==> src/verilog/osrg_regs.svh <==
`ifndef OSRG_REGS_SVH
`define OSRG_REGS_SVH

// Register selects for the query/command port
`define OSRG_SEL_COND 2'h0
`define OSRG_SEL_ENAB 2'h1
`define OSRG_SEL_EVNT 2'h2

// Only implemented bit position (weight 256)
`define OSRG_USED_BIT 8
`define OSRG_USED_MASK 16'h0100

// Reset values
`define OSRG_ENAB_RST 16'h0000
`define OSRG_EVNT_RST 16'h0000
`define OSRG_COND_VAL 16'h0000

`endif

==> src/verilog/osrg_pkg.sv <==
package osrg_pkg;
    typedef logic [15:0] osrg_word_t;
    typedef logic [1:0] osrg_sel_t;
endpackage : osrg_pkg

==> src/verilog/osrg_top.sv <==
`include "osrg_regs.svh"

module osrg_top
    import osrg_pkg::*;
(
    // Clock and reset
    input wire logic clk_sys,
    input wire logic rstn,
    // Operation source
    input wire logic op_cond_in,
    // Command and query port
    input wire logic wr_en,
    input wire logic rd_en,
    input wire osrg_sel_t sel,
    input wire osrg_word_t wr_data,
    output osrg_word_t rd_data,
    output logic rd_valid,
    // Summary
    output logic summary
);

    function automatic osrg_word_t used_only(input osrg_word_t v);
        used_only = v & `OSRG_USED_MASK;
    endfunction : used_only

    osrg_word_t cond_q, cond_d;
    osrg_word_t enab_q, enab_d;
    osrg_word_t evnt_q, evnt_d;
    osrg_word_t rd_data_q, rd_data_d;
    logic rd_valid_q, rd_valid_d;
    logic summary_q, summary_d;
    logic prev_q, prev_d;
    logic rise;

    // Next-state logic
    always_comb
    begin
        prev_d = op_cond_in;
        rise = op_cond_in & ~prev_q;
        cond_d = `OSRG_COND_VAL;
        enab_d = enab_q;
        evnt_d = evnt_q;
        rd_data_d = rd_data_q;
        rd_valid_d = 1'b0;
        if (wr_en && sel == `OSRG_SEL_ENAB)
        begin
            enab_d = used_only(wr_data);
        end
        if (rd_en)
        begin
            rd_valid_d = 1'b1;
            unique case (sel)
                `OSRG_SEL_COND: rd_data_d = cond_q;
                `OSRG_SEL_ENAB: rd_data_d = enab_q;
                `OSRG_SEL_EVNT:
                begin
                    rd_data_d = evnt_q;
                    evnt_d = `OSRG_EVNT_RST;
                end
                default: rd_data_d = 16'h0000;
            endcase
        end
        // Set wins over read-clear
        if (rise)
        begin
            evnt_d[`OSRG_USED_BIT] = 1'b1;
        end
        summary_d = |(evnt_d & enab_d);
    end

    // Registers
    always_ff @(posedge clk_sys)
    begin
        if (!rstn)
        begin
            cond_q <= `OSRG_COND_VAL;
            enab_q <= `OSRG_ENAB_RST;
            evnt_q <= `OSRG_EVNT_RST;
            rd_data_q <= 16'h0000;
            rd_valid_q <= 1'b0;
            summary_q <= 1'b0;
            prev_q <= 1'b0;
        end
        else
        begin
            cond_q <= cond_d;
            enab_q <= enab_d;
            evnt_q <= evnt_d;
            rd_data_q <= rd_data_d;
            rd_valid_q <= rd_valid_d;
            summary_q <= summary_d;
            prev_q <= prev_d;
        end
    end

    assign rd_data = rd_data_q;
    assign rd_valid = rd_valid_q;
    assign summary = summary_q;
endmodule : osrg_top

==> config.mk <==
export PLATFORM = sky130hd
export DESIGN_NAME = osrg_top
export DESIGN_NICKNAME = d
export VERILOG_FILES = /design/src/verilog/osrg_pkg.sv /design/src/verilog/osrg_top.sv
export VERILOG_INCLUDE_DIRS = /design/src /design/src/verilog
export SDC_FILE = /design/constraint.sdc
export NUM_CORES = 1
export LEC_CHECK = 0
export ABC_AREA = 1
export BUFFER_PORTS_ARGS = -buffer_cell sky130_fd_sc_hd__buf_2
export CORE_MARGIN = 4
export CORE_UTILIZATION = 45
export DETAILED_ROUTE_END_ITERATION = 16
export PLACE_DENSITY_LB_ADDON = 0.3
export SYNTH_ARGS = -nofsm -noshare
export SYNTH_HDL_FRONTEND = slang
export SYNTH_SLANG_ARGS = --single-unit
==> constraint.sdc <==
create_clock -name clk_sys -period 1.4 [get_ports clk_sys]
set_input_delay 0.14 -clock clk_sys [delete_from_list [all_inputs] [get_ports clk_sys]]
set_output_delay 0.14 -clock clk_sys [all_outputs]
set_load 0.01 [all_outputs]
Word-level counts from Yosys, hierarchy flattened
Index checks and enable logic that the tools add are counted.
- bitwise gates (word level): 3
- reductions and logical operators: 2
- eq/ne operators: 2
- muxes and demuxes: 6
- operators with widths (cell ; number):
    16-bit two-way mux ; 3
    16-bit one-hot mux with 2 select lines ; 1
    16-bit bitwise AND ; 1
    16-bit OR reduction ; 1
    2-bit by 1-bit equality test with 1-bit output (second input constant) ; 1
    2-bit equality test (second input constant) ; 1
    1-bit two-way mux ; 2
    1-bit bitwise AND ; 1
    1-bit logical AND ; 1
    1-bit NOT ; 1
- input port bits: 23
- register bits after elaboration: 51
- output and inout port bits: 18
- word-level logic and storage cells: 19

Logic depth before layout (Yosys ltp)
- depth after elaboration: 6
- depth in mapped cells: 11
- depth with buffers taken out: 11

Least setup slack after synthesis
OpenSTA, ideal clock, no wires.
- kind: input port to flip-flop
- from: input port sel[1]
- to: register summary_q, in the netlist summary
- setup time: 0.128 ns
- slack: 0.252 ns
- cell stages on the path: 10
- path buffers: 1
- required time: 1.272 ns
- data arrival time: 1.020 ns
- path through: inv_1 -> ha_1 -> nand2_2 -> buf_6 -> nand4_1 -> nand2_1 -> nor2_1 -> nand2_1 -> nor2_1 -> nor2_1
- longest elaborated chain between the ends: 6
- elaborated cells between the ends (all ways): 9
- classes of those cells: eq/ne (2); mux (4); bitwise (1); reduce/logical (2)
- RTL lines (item ; RTL line ; source):
    start, declared ; osrg_top.sv:14 ; input wire osrg_sel_t sel,
    2-bit equality test ; osrg_top.sv:52 ; unique case (sel)
    16-bit two-way mux ; osrg_top.sv:52 ;
    16-bit two-way mux ; osrg_top.sv:49 ; if (rd_en)
    1-bit two-way mux ; osrg_top.sv:64 ; if (rise)
    16-bit bitwise AND (*) ; osrg_top.sv:68 ; summary_d = |(evnt_d & enab_d);
    16-bit OR reduction (*) ; osrg_top.sv:68 ;
    end signal, assigned ; osrg_top.sv:91 ; summary_q <= summary_d;
    end, declared ; osrg_top.sv:31 ; logic summary_q, summary_d;
Every way passes the cells marked *; elsewhere a longest branch is shown, timed or not.
A chain may end at the register's enable or synchronous reset.

Worst setup path after layout
- from: input port sel[0]
- to: register rd_data_q[14], in the netlist rd_data[14]
- longest elaborated chain between the ends: 2
- elaborated cells between the ends (all ways): 3
- classes of those cells: eq/ne (2); mux (1)
- RTL lines (item ; RTL line ; source):
    2-bit equality test or 2-bit by 1-bit equality test with 1-bit output (tied branches) ; osrg_top.sv:52 ;
    16-bit one-hot mux with 2 select lines (*) ; osrg_top.sv:52 ;
    end signal, assigned ; osrg_top.sv:89 ; rd_data_q <= rd_data_d;
    end, declared ; osrg_top.sv:29 ; osrg_word_t rd_data_q, rd_data_d;
Marked as above.

==> impl_results.md <==
- Setup WS pre-CTS: -67.5 ps
- Mapped Nets: 279
- Via count: about 1700
- Cell depth of the worst setup path: 8
- Post-route ant nets: 0
- Synth warn: 0
- Max stage delay on crit path: 380 ps
- Clock Sinks: 51
- N_diodes: 0
- Die span in y: roughly 74 um
- Worst Setup SP: sel[0]
- Most used cell, CP: inv_1
- Post-CTS Setup Bufs: 0
- Area contributors post-synth: dfxtp_1, nand2_1, inv_1
- Final core occ: a little under three fifths
- Simple-gate area share of the yosys netlist: approximately a quarter
- Worst hold slack: 26.5 ps
- WHS Path Cells: 3
- Vias in the first global route: approximately 1600
- Final Cycle Share: roughly four fifths
- Compound-Gate Fraction of Synth Area: a little over a tenth
- Synthesized area: ~0.0020 mm^2
- Cell count after synthesis: 254
- Area growth from synthesis to layout: 17.5%
- Total iterations of the first detailed-routing run: 4
- Rel. slew slack: 66.5%
- Status: finished, final reports clean
- Count leader, synth: nand2_1
- R2R cell count: 8
- I/O Buffers: 25
- Clk buf depth: 2
- Crit-path cells: buf_2 > inv_1 > ha_1 > buf_4 > inv_1 > o22ai_1 > nand2_1 > a21oi_1
- Slowest cell on crit path: inv_1
- CTS Buf Count: 5
- Routability cong.: between 0.7 and 0.8
- Worst EP arrival: about 1300 ps
- Top FF cell, synth: dfxtp_1
- Post-synthesis sequential area ratio: around half
- Final net count: 310
- Endpoint type of the worst setup path: register
- Async SR Flop Fraction: 0%
- Final Hold Viols: 0
- Final Total Pwr: 2.83 mW
- Met3 Track Usage GR: 5.27%
- Largest net degree at the start of global routing: 50
- Initial core utilization: approximately 48%
- Drt initial violations: 73
- Area leader, netlist: dfxtp_1
- Busiest layer in global routing: met2
- Clock slew at reported path FFs: about 90 ps
- Top post-synthesis cells by count: nand2_1, dfxtp_1, inv_1
- Post-synth EDFFs: 0
- Wirelength per Cell: 12.5 um
- Hold Crit Class: in2reg
- Leakage: 0.986 nW
- Delay-heaviest family, CP: buffers and inverters
- Power Dens Cells: 1210 mW/mm^2
- Die Area: 0.00554 mm^2
- Core area: around 0.0041 mm^2
- Netlist cell types: 19
- Share of post-route cells with drive strength above 1: 17.5%
- R2r startpoint: enab_q[10]
- Number of synthesized register bits: roughly 50
- GR met1 Demand/Resource: 20.5%
- Maximum clock rate: just under 0.9 GHz
- Final setup fails: 0
- DP HPWL: ~2800 um
- CP endpoint: rd_data[14]
- M2 GR Usage: between 20% and 30%
- RSZ-0062 raised after global routing: no
- CTS tree: built
- Cts-stage hold buffer count: 0
- Worst Skew: between 7 and 8 ps
- # DRC: 0
- Top-area cell type share of the netlist area: between 50% and 60%
- Post-CTS sizing: 0
- Peak VDD IR: 0.732 mV
- Final WS setup: approximately 260 ps
- Root Buffer Master: clkbuf_8
- Via/cell ratio: just over 5
- CP startpoint kind: primary input
- First-pass GRT wire length: ~7100 um
- Gr ovfl total: 0
- R2R Path End: summary
- Worst-Margin Slew: around 500 ps
- CP required: about 1600 ps
- Worst-path fanout max: 15
- Rows: 23
- Syn Area/Cell: 7.82 um^2
- Post-synthesis mux area share: 0%
- All-Layer GR Usage: ~17%
- Maxcap violations: 0
- H-tree levels: 2
- # IOs: 41
- Largest family of logic cells by synthesized area: simple AND/OR/NAND/NOR gates
- Reg2reg setup slack: ~410 ps
- Final wirelength: 4210 um
- Initial antenna violation count: 0
- Die X: about 74 um
- Post-Synth XOR/XNOR Area: 0%
- Clk Latency, worst-skew pair: 310 ps
- Slew Viols, Final: 0
- CP Class: in2reg
- Post-synthesis adder-cell area fraction: approximately 1.3%
- Critical path buffer and inverter count: 4
- Minimum clock period: approximately 1100 ps
final cells by class:
class / instances / area [um^2]
Inverter: 41 / 154
Timing Repair Buffer: 37 / 228
Clock buffer: 5 / 68.8
Multi-Input combinational cell: 149 / 732
Tap cell: 50 / 62.6
Sequential cell: 51 / 1020
Clock inverter: 3 / 67.6
Fill cell: 418 / 1810
layer usage:
layer,vias up,share of wire (%)
met5,-,0
met4,0,1.3
met3,8,4.8
met2,26,46
met1,790,48
li1,889,-
logic make-up after synthesis:
family,Yosys count
adder cells (fa/ha/maj),2
buffers and inverters,54
flip-flops,51
AND/OR/NAND/NOR,108
AO/OA/AOI/OAI,39
power by group:
group | switching [mW] | total, mW | leakage [nW] | internal (mW)
clock | 0.499 | 1.21 | 0.0644 | 0.712
sequential | 0.00240 | 1.46 | 0.412 | 1.46
combinational | 0.109 | 0.161 | 0.510 | 0.0517
total | 0.611 | 2.83 | 0.986 | 2.22
flip-flops by register name (all words and copies together) (netlist names):
| register | flops |
|---|---|
| summary | 1 |
| enab_q | 16 |
| rd_valid | 1 |
| evnt_q | 16 |
| prev_q | 1 |
| rd_data | 16 |
cell usage in the layout, fill, tap and decap left out, drive strengths merged:
cell type	n
o22ai	15
nor3	30
clkbuf	5
dfxtp	51
nand2	58
nand4	12
nor2	7
buf	37
nand3	1
a21oi	24
bufinv	2
inv	41
clkinvlp	1
ha	2
through the flow:
| step | instance area (um^2) | TNS (ps) | std cells |
|---|---|---|---|
| 6_report | 2330 | 0 | 336 |
| 2_1_floorplan | 1990 | 0 | 254 |
| 3_5_place_dp | 2200 | -781 | 328 |
| 5_1_grt | 2330 | 0 | 336 |
| 3_3_place_gp | 2200 | -742 | 328 |
| 4_1_cts | 2330 | 0 | 336 |
worst register-to-register path: stages, from the launching register on:
cell and delay, ps:
dfxtp_1 310, inv_1 90, a21oi_1 50, nand2_1 70
nand2_1 60, nor2_1 100, nand2_1 60, nor2_1 110
nor2_1 50
how the worst min path moves through the flow:
stage,to,from,slack (ps)
final,prev_q,op_cond_in,30
after global routing,prev_q,op_cond_in,40
after CTS,prev_q,op_cond_in,20
after detailed placement,prev_q,op_cond_in,340
after global placement,prev_q,op_cond_in,340
after floorplan,prev_q,op_cond_in,230
(Power assumes the default switching activity.)
